`src/design/i2csf_pkg.sv`:
```
// Package for the two-wire status flag block: offsets, fields, resets.
// Assumes a 32-bit APB slave with word-aligned registers.
package i2csf_pkg;

  // ==========================================================
  // Register byte offsets
  localparam logic [7:0] ADDR_BUS_STATUS = 8'h00;
  localparam logic [7:0] ADDR_RX_HOLD    = 8'h04;
  localparam logic [7:0] ADDR_TX_HOLD    = 8'h08;
  localparam logic [7:0] ADDR_IRQ_STATUS = 8'h0C;
  localparam logic [7:0] ADDR_IRQ_CLEAR  = 8'h10;
  localparam logic [7:0] ADDR_IRQ_ENABLE = 8'h14;

  // ==========================================================
  // Bus status field positions
  localparam int BIT_TX_FULL   = 0;
  localparam int BIT_RX_FULL   = 1;
  localparam int BIT_DIR       = 2;
  localparam int BIT_START     = 3;
  localparam int STATUS_W      = 16;

  // ==========================================================
  // Event bits in interrupt status
  localparam int EV_START  = 0;
  localparam int EV_STOP   = 1;
  localparam int EV_ADDR   = 2;
  localparam int EV_RXFULL = 3;
  localparam int EV_TXDONE = 4;
  localparam int EV_W      = 5;

  // ==========================================================
  // Reset values
  localparam logic [7:0]      RST_BYTE = 8'h00;
  localparam logic [EV_W-1:0] RST_EV   = 5'h00;
  localparam logic [31:0]     RD_ZERO  = 32'h0000_0000;

endpackage

```
`src/design/i2csf_evt_if.sv`:
```
// Interface carrying bus-engine events into the flag block.
// Assumes the shift engine pulses each event for one clk cycle.
`timescale 1ns/100ps
`default_nettype none
interface i2csf_evt_if;
  logic       start_det;
  logic       stop_det;
  logic       addr_done;
  logic       addr_rw;
  logic       rx_done;
  logic [7:0] rx_byte;
  logic       tx_done;

  modport src (output start_det, stop_det, addr_done, addr_rw,
               output rx_done, rx_byte, tx_done);
  modport dst (input  start_det, stop_det, addr_done, addr_rw,
               input  rx_done, rx_byte, tx_done);
endinterface
`default_nettype wire

```
`src/design/i2csf_evt_reg.sv`:
```
// Registers the raw engine events into the carrier interface.
// Assumes synchronous single-cycle pulses on the inputs.
`timescale 1ns/100ps
`default_nettype none
module i2csf_evt_reg (
  input  wire logic       clk_sys_i,
  input  wire logic       nrst_i,
  input  wire logic       start_i,
  input  wire logic       stop_i,
  input  wire logic       addr_done_i,
  input  wire logic       addr_rw_i,
  input  wire logic       rx_done_i,
  input  wire logic [7:0] rx_byte_i,
  input  wire logic       tx_done_i,
  i2csf_evt_if.src        ev
);
  // ==========================================================
  // One stage of registering, so flags settle one cycle later
  always_ff @(posedge clk_sys_i or negedge nrst_i) begin
    if (!nrst_i) begin
      ev.start_det <= 1'b0;
      ev.stop_det  <= 1'b0;
      ev.addr_done <= 1'b0;
      ev.addr_rw   <= 1'b0;
      ev.rx_done   <= 1'b0;
      ev.rx_byte   <= i2csf_pkg::RST_BYTE;
      ev.tx_done   <= 1'b0;
    end else begin
      ev.start_det <= start_i;
      ev.stop_det  <= stop_i;
      ev.addr_done <= addr_done_i;
      ev.addr_rw   <= addr_rw_i;
      ev.rx_done   <= rx_done_i;
      ev.rx_byte   <= rx_byte_i;
      ev.tx_done   <= tx_done_i;
    end
  end
endmodule // i2csf_evt_reg
`default_nettype wire

```
`src/design/i2csf_top.sv`:
```
// Status flags of a two-wire serial controller with APB registers.
// Assumes engine events synchronous to clk_sys_i, one-cycle pulses.
`timescale 1ns/100ps
`default_nettype none
module i2csf_top (
  input  wire logic        clk_sys_i,
  input  wire logic        nrst_i,
  input  wire logic        psel_i,
  input  wire logic        penable_i,
  input  wire logic        pwrite_i,
  input  wire logic [7:0]  paddr_i,
  input  wire logic [31:0] pwdata_i,
  output logic      [31:0] prdata_o,
  output logic             pready_o,
  output logic             pslverr_o,
  input  wire logic        start_det_i,
  input  wire logic        stop_det_i,
  input  wire logic        addr_done_i,
  input  wire logic        addr_rw_i,
  input  wire logic        rx_done_i,
  input  wire logic [7:0]  rx_byte_i,
  input  wire logic        tx_done_i,
  output logic [7:0]       tx_byte_o,
  output logic             tx_load_o,
  output logic             irq_o
);

  // ==========================================================
  // Event carrier
  i2csf_evt_if ev ();

  i2csf_evt_reg u_evt (
    .clk_sys_i   (clk_sys_i),
    .nrst_i      (nrst_i),
    .start_i     (start_det_i),
    .stop_i      (stop_det_i),
    .addr_done_i (addr_done_i),
    .addr_rw_i   (addr_rw_i),
    .rx_done_i   (rx_done_i),
    .rx_byte_i   (rx_byte_i),
    .tx_done_i   (tx_done_i),
    .ev          (ev)
  );

  // ==========================================================
  // APB decode
  logic                        acc;
  logic                        wr;
  logic                        rd;
  logic                        mapped;
  logic                        start_q;
  logic                        dir_q;
  logic                        rxf_q;
  logic                        txf_q;
  logic [7:0]                  rx_hold_q;
  logic [7:0]                  tx_hold_q;
  logic [i2csf_pkg::EV_W-1:0]  ev_q;
  logic [i2csf_pkg::EV_W-1:0]  en_q;
  logic [i2csf_pkg::EV_W-1:0]  ev_set;
  logic [i2csf_pkg::EV_W-1:0]  ev_clr;
  logic [31:0]                 rdata_d;

  // Zero-wait slave: access phase completes in its first cycle
  assign acc = psel_i & penable_i;
  assign wr  = acc & pwrite_i;
  assign rd  = acc & ~pwrite_i;

  always_comb begin
    mapped = 1'b1;
    case (paddr_i)
      i2csf_pkg::ADDR_BUS_STATUS,
      i2csf_pkg::ADDR_RX_HOLD,
      i2csf_pkg::ADDR_TX_HOLD,
      i2csf_pkg::ADDR_IRQ_STATUS,
      i2csf_pkg::ADDR_IRQ_CLEAR,
      i2csf_pkg::ADDR_IRQ_ENABLE: mapped = 1'b1;
      default:                    mapped = 1'b0;
    endcase
  end

  always_ff @(posedge clk_sys_i or negedge nrst_i) begin
    if (!nrst_i) begin
      pready_o  <= 1'b0;
      pslverr_o <= 1'b0;
    end else begin
      pready_o  <= psel_i & ~penable_i;
      pslverr_o <= psel_i & ~penable_i & ~mapped;
    end
  end

  // ==========================================================
  // Start flag: Stop clears, Start or Restart sets
  always_ff @(posedge clk_sys_i or negedge nrst_i) begin
    if (!nrst_i) begin
      start_q <= 1'b0;
    end else if (ev.start_det) begin
      start_q <= 1'b1;
    end else if (ev.stop_det) begin
      start_q <= 1'b0;
    end
  end

  // ==========================================================
  // Direction flag, only meaningful in slave operation
  always_ff @(posedge clk_sys_i or negedge nrst_i) begin
    if (!nrst_i) begin
      dir_q <= 1'b0;
    end else if (ev.addr_done) begin
      dir_q <= ev.addr_rw;
    end
  end

  // ==========================================================
  // Receive holding register and full flag; set wins over read
  always_ff @(posedge clk_sys_i or negedge nrst_i) begin
    if (!nrst_i) begin
      rx_hold_q <= i2csf_pkg::RST_BYTE;
    end else if (ev.rx_done) begin
      rx_hold_q <= ev.rx_byte;
    end
  end

  // Completes on the access edge; pready high in that cycle
  always_ff @(posedge clk_sys_i or negedge nrst_i) begin
    if (!nrst_i) begin
      rxf_q <= 1'b0;
    end else if (ev.rx_done) begin
      rxf_q <= 1'b1;
    end else if (rd && pready_o && paddr_i == i2csf_pkg::ADDR_RX_HOLD) begin
      rxf_q <= 1'b0;
    end
  end

  // ==========================================================
  // Transmit holding register and full flag; write wins over done
  always_ff @(posedge clk_sys_i or negedge nrst_i) begin
    if (!nrst_i) begin
      tx_hold_q <= i2csf_pkg::RST_BYTE;
      tx_load_o <= 1'b0;
    end else begin
      tx_load_o <= 1'b0;
      if (wr && pready_o && paddr_i == i2csf_pkg::ADDR_TX_HOLD) begin
        tx_hold_q <= pwdata_i[7:0];
        tx_load_o <= 1'b1;
      end
    end
  end

  always_ff @(posedge clk_sys_i or negedge nrst_i) begin
    if (!nrst_i) begin
      txf_q <= 1'b0;
    end else if (wr && pready_o && paddr_i == i2csf_pkg::ADDR_TX_HOLD) begin
      txf_q <= 1'b1;
    end else if (ev.tx_done) begin
      txf_q <= 1'b0;
    end
  end

  assign tx_byte_o = tx_hold_q;

  // ==========================================================
  // Interrupt status: sticky, write-one-to-clear, set wins
  always_comb begin
    ev_set = '0;
    ev_set[i2csf_pkg::EV_START]  = ev.start_det;
    ev_set[i2csf_pkg::EV_STOP]   = ev.stop_det;
    ev_set[i2csf_pkg::EV_ADDR]   = ev.addr_done;
    ev_set[i2csf_pkg::EV_RXFULL] = ev.rx_done;
    ev_set[i2csf_pkg::EV_TXDONE] = ev.tx_done;
    ev_clr = '0;
    if (wr && pready_o && paddr_i == i2csf_pkg::ADDR_IRQ_CLEAR) begin
      ev_clr = pwdata_i[i2csf_pkg::EV_W-1:0];
    end
  end

  always_ff @(posedge clk_sys_i or negedge nrst_i) begin
    if (!nrst_i) begin
      ev_q <= i2csf_pkg::RST_EV;
    end else begin
      ev_q <= (ev_q & ~ev_clr) | ev_set;
    end
  end

  always_ff @(posedge clk_sys_i or negedge nrst_i) begin
    if (!nrst_i) begin
      en_q <= i2csf_pkg::RST_EV;
    end else if (wr && pready_o && paddr_i == i2csf_pkg::ADDR_IRQ_ENABLE) begin
      en_q <= pwdata_i[i2csf_pkg::EV_W-1:0];
    end
  end

  always_ff @(posedge clk_sys_i or negedge nrst_i) begin
    if (!nrst_i) begin
      irq_o <= 1'b0;
    end else begin
      irq_o <= |(((ev_q & ~ev_clr) | ev_set) & en_q);
    end
  end

  // ==========================================================
  // Read mux; bus status ignores writes entirely
  always_comb begin
    rdata_d = i2csf_pkg::RD_ZERO;
    case (paddr_i)
      i2csf_pkg::ADDR_BUS_STATUS: begin
        rdata_d[i2csf_pkg::BIT_START]   = start_q;
        rdata_d[i2csf_pkg::BIT_DIR]     = dir_q;
        rdata_d[i2csf_pkg::BIT_RX_FULL] = rxf_q;
        rdata_d[i2csf_pkg::BIT_TX_FULL] = txf_q;
      end
      i2csf_pkg::ADDR_RX_HOLD:    rdata_d[7:0] = rx_hold_q;
      i2csf_pkg::ADDR_TX_HOLD:    rdata_d[7:0] = tx_hold_q;
      i2csf_pkg::ADDR_IRQ_STATUS: rdata_d[i2csf_pkg::EV_W-1:0] = ev_q;
      i2csf_pkg::ADDR_IRQ_ENABLE: rdata_d[i2csf_pkg::EV_W-1:0] = en_q;
      default:                    rdata_d = i2csf_pkg::RD_ZERO;
    endcase
  end

  always_ff @(posedge clk_sys_i or negedge nrst_i) begin
    if (!nrst_i) begin
      prdata_o <= i2csf_pkg::RD_ZERO;
    end else if (psel_i && !penable_i && !pwrite_i) begin
      prdata_o <= rdata_d;
    end
  end

  // ==========================================================
  // Checks
  logic                        tx_wr_acc;
  logic                        rx_rd_acc;
  assign tx_wr_acc = wr & pready_o & (paddr_i == i2csf_pkg::ADDR_TX_HOLD);
  assign rx_rd_acc = rd & pready_o & (paddr_i == i2csf_pkg::ADDR_RX_HOLD);
endmodule // i2csf_top
`default_nettype wire

```
`config.mk`:
```
export PLATFORM = sky130hd
export DESIGN_NAME = i2csf_top
export DESIGN_NICKNAME = d
export VERILOG_FILES = /design/src/design/i2csf_pkg.sv /design/src/design/i2csf_evt_if.sv /design/src/design/i2csf_evt_reg.sv /design/src/design/i2csf_top.sv
export SDC_FILE = /design/constraint.sdc
export NUM_CORES = 1
export LEC_CHECK = 0
export BUFFER_PORTS_ARGS = -buffer_cell sky130_fd_sc_hd__buf_2
export CORE_MARGIN = 2
export CORE_UTILIZATION = 30
export CTS_CLUSTER_DIAMETER = 150
export DETAILED_ROUTE_END_ITERATION = 10
export HOLD_SLACK_MARGIN = 0.05
export PLACE_DENSITY = 0.59
export SYNTH_ARGS = -nofsm -noshare
export SYNTH_HDL_FRONTEND = slang
export SYNTH_SLANG_ARGS = --single-unit
export TNS_END_PERCENT = 100
```
`constraint.sdc`:
```
create_clock -name clk_sys_i -period 1.56 [get_ports clk_sys_i]
set_clock_uncertainty 0.1 [all_clocks]
set_input_delay 0.156 -clock clk_sys_i [delete_from_list [all_inputs] [get_ports clk_sys_i]]
set_output_delay 0.156 -clock clk_sys_i [all_outputs]
set_load 0.03 [all_outputs]
```
# Word-level counts from Yosys, hierarchy flattened
# Cells that the tools add are included.
# word_totals
inputBits	59
out_inout_bits	44
reg_bits	56
# op_classes
bitwise	12
n_reduce_logical	16
eq_ne	5
mux	12
# op_table
op	count
$pmux W4 S5	1
$eq A8 B4 Y1 const B	2
$eq A8 B5 Y1 const B	2
$and A5 B5 Y5	2
$eq A8 B3 Y1 const B	1
$logic_and A1 B1 Y1	8
$logic_not A8 Y1	1
$mux W1	8
$pmux W3 S2	1
$reduce_bool A2 Y1	3
$reduce_or A6 Y1	1
$and A1 B1 Y1	5
$mux W5	1
$not A5 Y5	1
$or A5 B5 Y5	1
$reduce_or A5 Y1	1
$pmux W1 S4	1
$not A1 Y1	3
$logic_not A1 Y1	2

# Longest topological paths before layout
# depth
depth_word	10
ltp_mapped	5
mapped_depth_nobuf	4

# Hierarchy
# Synthesis repeated with hierarchy kept, for this count alone.
# unflattened
cells_unflattened	201
area_unflattened_um2	2521.2
# by_module_without_submodules
module	area_per_inst_um2	cells_each	seq_area_each_um2	n_inst
i2csf_top	2170.8	187	1051.0	1
i2csf_evt_reg	350.3	14	350.3	1

# Least setup slack after synthesis
# OpenSTA, ideal clock, no wires.
# synth_path
path_kind	reg-to-reg
from	register pready_o
to	register en_q[0] (netlist name)
arrival_ns	1.623
t_required_ns	1.335
path_slack_ns	-0.288
stages_incl_launch_ff	5
n_path_buf	1
path_cell_list	dfrtp_1 > nand4_1 > or3_1 > buf_2 > mux2_4
# synth_via
elab_chain_cells	2
# synth_rtl
element	line_no	rtl
start, declared	i2csf_top.sv:14	output logic pready_o,
start signal, assigned	i2csf_top.sv:86	pready_o <= psel_i & ~penable_i;
$logic_and A1 B1 Y1 (2 in a row)	i2csf_top.sv:187	end else if (wr && pready_o && paddr_i == i2csf_pkg::ADDR_IRQ_ENABLE) begin
end signal, assigned	i2csf_top.sv:186	en_q <= i2csf_pkg::RST_EV;
end signal, assigned	i2csf_top.sv:188	en_q <= pwdata_i[i2csf_pkg::EV_W-1:0];
end, declared	i2csf_top.sv:58	logic [i2csf_pkg::EV_W-1:0] en_q;
# No other way between the ends.
# A chain may end at the register's enable or synchronous reset.

# Final worst setup path
# layout_path
from	register pready_o
to	register irq_o
# layout_via
elab_chain_cells	8
# layout_rtl
element	line_no	rtl
$logic_and A1 B1 Y1 (2 in a row)	i2csf_top.sv:171	if (wr && pready_o && paddr_i == i2csf_pkg::ADDR_IRQ_CLEAR) begin
$mux W5	i2csf_top.sv:171	
$not A5 Y5	i2csf_top.sv:196	irq_o <= |(((ev_q & ~ev_clr) | ev_set) & en_q);
$and A5 B5 Y5	i2csf_top.sv:196	
$or A5 B5 Y5	i2csf_top.sv:196	
$and A5 B5 Y5	i2csf_top.sv:196	
$reduce_or A5 Y1	i2csf_top.sv:196	
end signal, assigned	i2csf_top.sv:196	
end, declared	i2csf_top.sv:25	output logic irq_o
# No other way between the ends.

==> reports/metrics.yaml <==
clockBufferDepth: 2
hold_depth: 3
netlist_instances: 191
dieArea_um2: 8950
cp.required_ns: 1.67
power.internal_w: 0.00219
antenna_found_initial: 0
drtIter0Drc: 47
critical_path_arrival_ns: 1.76
cts_made_buffers: 5
yosys_warnings: 0
drv_cap: 0
cts.sinks: 56
yosysTopAreaCell: "dfrtp_1"
peakVddDrop_mv: 0.547
holdPathEnd: "pready_o"
cp-startpoint: "pready_o"
grt_pass1_wl_um: 8560
grt_max_degree: 31
busiest_layer: "met2"
postPlaceCellArea_um2: 2950
ys_top_cells_by_area: "dfrtp_1, buf_4, mux2_2"
via_count: 1774
core_area_um2: 8090
seq_area_frac_synth_pct: 56.9
grt_overflow: 0
synth.lib_cells_used.distinct: 38
met2_usage_pct: 19.8
max_freq_mhz: 603
totalPowerFinal_w: 0.00298
seq_area_um2: 1400
async_reset_ff_share_pct: 100
critPathMaxFanout: 6
finalHoldViolCount: 0
final-max-slew-violation-count: 0
tritoncts: "done"
grtUsageMet3_pct: 3.35
synth_seq_cells: 56
rows: 33
start_util_pct: 30.4
via_per_inst: 4.39
die_w_um: 94.6
critPathLaunchType: "flop"
r2r-end: "irq_o"
final_util_pct: 41.4
htree_levels: 2
die_height_um: 94.6
design_area_um2: 3350
hold_class: "in2reg"
place_congestion: 0.805
synthTopCellsByCount: "dfrtp_1, buf_4, nor2_1, mux2_2"
drc_errors: 0
track_usage_pct: 12.6
pwr-share-clk_pct: 31.5
io_pins: 103
io_buffer_count: 54
synth-edff-count: 0
grt_pass1_vias: 1742
yosys.cell_count.top_type: "dfrtp_1"
powerDensity_nw_per_um2: 888
path_class: "reg2reg"
multiInputGateArea_um2: 943
syn2layout_area_growth_pct: 36.0
p_sw_w: 0.000785
cts.clk_slew.worst_paths_ns: 0.10
hold_start: "penable_i"
setup_ws_ns: -0.0984
violations: "negative setup slack"
firstDrtPassIters: 4
num-nets-final: 357
setup_viol: 6
outcome: "finished, violations left"
whs_ns: 0.0652
r2r_start: "pready_o"
drive_above_1_share_pct: 40.8
finalCriticalPeriod_ns: 1.66
synth-main-ff-cell: "dfrtp_1"
dp_hpwl_um: 4120
insertion_delay_ns: 0.31
netlist_area_um2: 2460
antenna_cells_inserted: 0
synth_top_area_share_pct: 56.9
postSynthAreaPerCell_um2: 12.9
switching_share_pct: 26.4
post-route-period-util_pct: 106
cp-end-kind: "flop"
use_met1_pct: 16.9
post_drt_wl_per_cell_um: 13.3
antenna_left: 0
power_frac_seq_pct: 52.7
worst-r2r-cell-count: 5
rsz0062_at_grt: "yes"
p_leak_nw: 1.63
r2r_slack_ns: -0.1
wirelength_um: 5380
combPwrFrac_pct: 15.8
fillers: 807
cts_root_buffer: "clkbuf_8"
==> per-layer routing <==
layer / vias to the layer above / routed length, um
met3: 6 / 353
met4: 0 / 69
met1: 866 / 2470
li1: 842 / -
met5: - / 0
met2: 60 / 2480
==> registers in the layout, indices dropped and copies added (netlist names), 5 cells and up <==
register          flops
ev_q                  5
prdata_o              8
en_q                  5
u_evt.ev.rx_byte      8
rx_hold_q             8
tx_byte_o             8
==> area by class of cell <==
| class | count | area share (%) |
|---|---|---|
| Sequential cell | 56 | 41.9 |
| Multi-Input combinational cell | 123 | 28.2 |
| Timing Repair Buffer | 106 | 22.0 |
| Tap cell | 105 | 3.92 |
| Clock buffer | 5 | 2.05 |
| Clock inverter | 3 | 1.27 |
| Inverter | 6 | 0.672 |
==> what timing repair did <==
item,CTS,global route
hold buffers,23,0
setup endpoints to repair,6,14
cloned,0,0
resized for setup,1,7
hold endpoints to repair,73,0
pin swaps,4,7
buffers inserted,0,4
==> worst max path at each step <==
stage	endpoint	slack, ns	depth (start not counted)
6_report	irq_o	-0.1	5
2_1_floorplan	en_q[0]	-0.18	4
3_5_place_dp	en_q[4]	-0.36	4
5_1_grt	irq_o	-0.19	5
4_1_cts	irq_o	-0.09	5
3_3_place_gp	en_q[2]	-0.34	4
==> critical path: stages (launching register included) <==
cell and delay (ns):
dfrtp_2 0.36, nand4_1 0.11, buf_6 0.16, nor3_4 0.30, a31oi_2 0.15, a2111o_1 0.37
==> power by group through the flow <==
stage               logic, W  registers [W]  clock network (W)
floorplan           0.000227        0.00166                  0
global placement    0.000421        0.00160                  0
detailed placement  0.000427        0.00160                  0
CTS                 0.000472        0.00157           0.000968
global route        0.000516        0.00158            0.00103
finish              0.000470        0.00157           0.000936
==> metrics by stage <==
stage	setup slack [ns]	cells	setup TNS [ns]
3_5_place_dp	-0.361	370	-5.54
5_1_grt	-0.186	404	-0.719
6_report	-0.0984	404	-0.213
3_3_place_gp	-0.341	370	-5.47
2_1_floorplan	-0.183	214	-2.18
4_1_cts	-0.0896	401	-0.0896
==> cell families (layout without fill, tap and decap cells) <==
group / count (synthesis) / in the layout / synth area share (%)
simple gates: 37 / 37 / 8.99
flops: 56 / 56 / 56.9
buf+inv: 35 / 120 / 9.40
mux: 28 / 28 / 15.3
compound gates: 34 / 34 / 9.29
other cells: 1 / 24 / 0.152
==> cells in the final DEF (no fill, tap or decap), types with 5 or more instances in the layout <==
cell           instances
a22oi_1                7
buf_4                 26
inv_1                  6
o21ai_0                5
mux2_2                 9
buf_2                 54
dlygate4sd3_1         23
nor2_1                12
clkbuf_8               5
mux2_1                 7
a21o_1                 6
mux2_4                 6
conb_1                24
dfrtp_1               55
a21oi_1                8
Note: power is estimated with default switching activity, not from simulation.
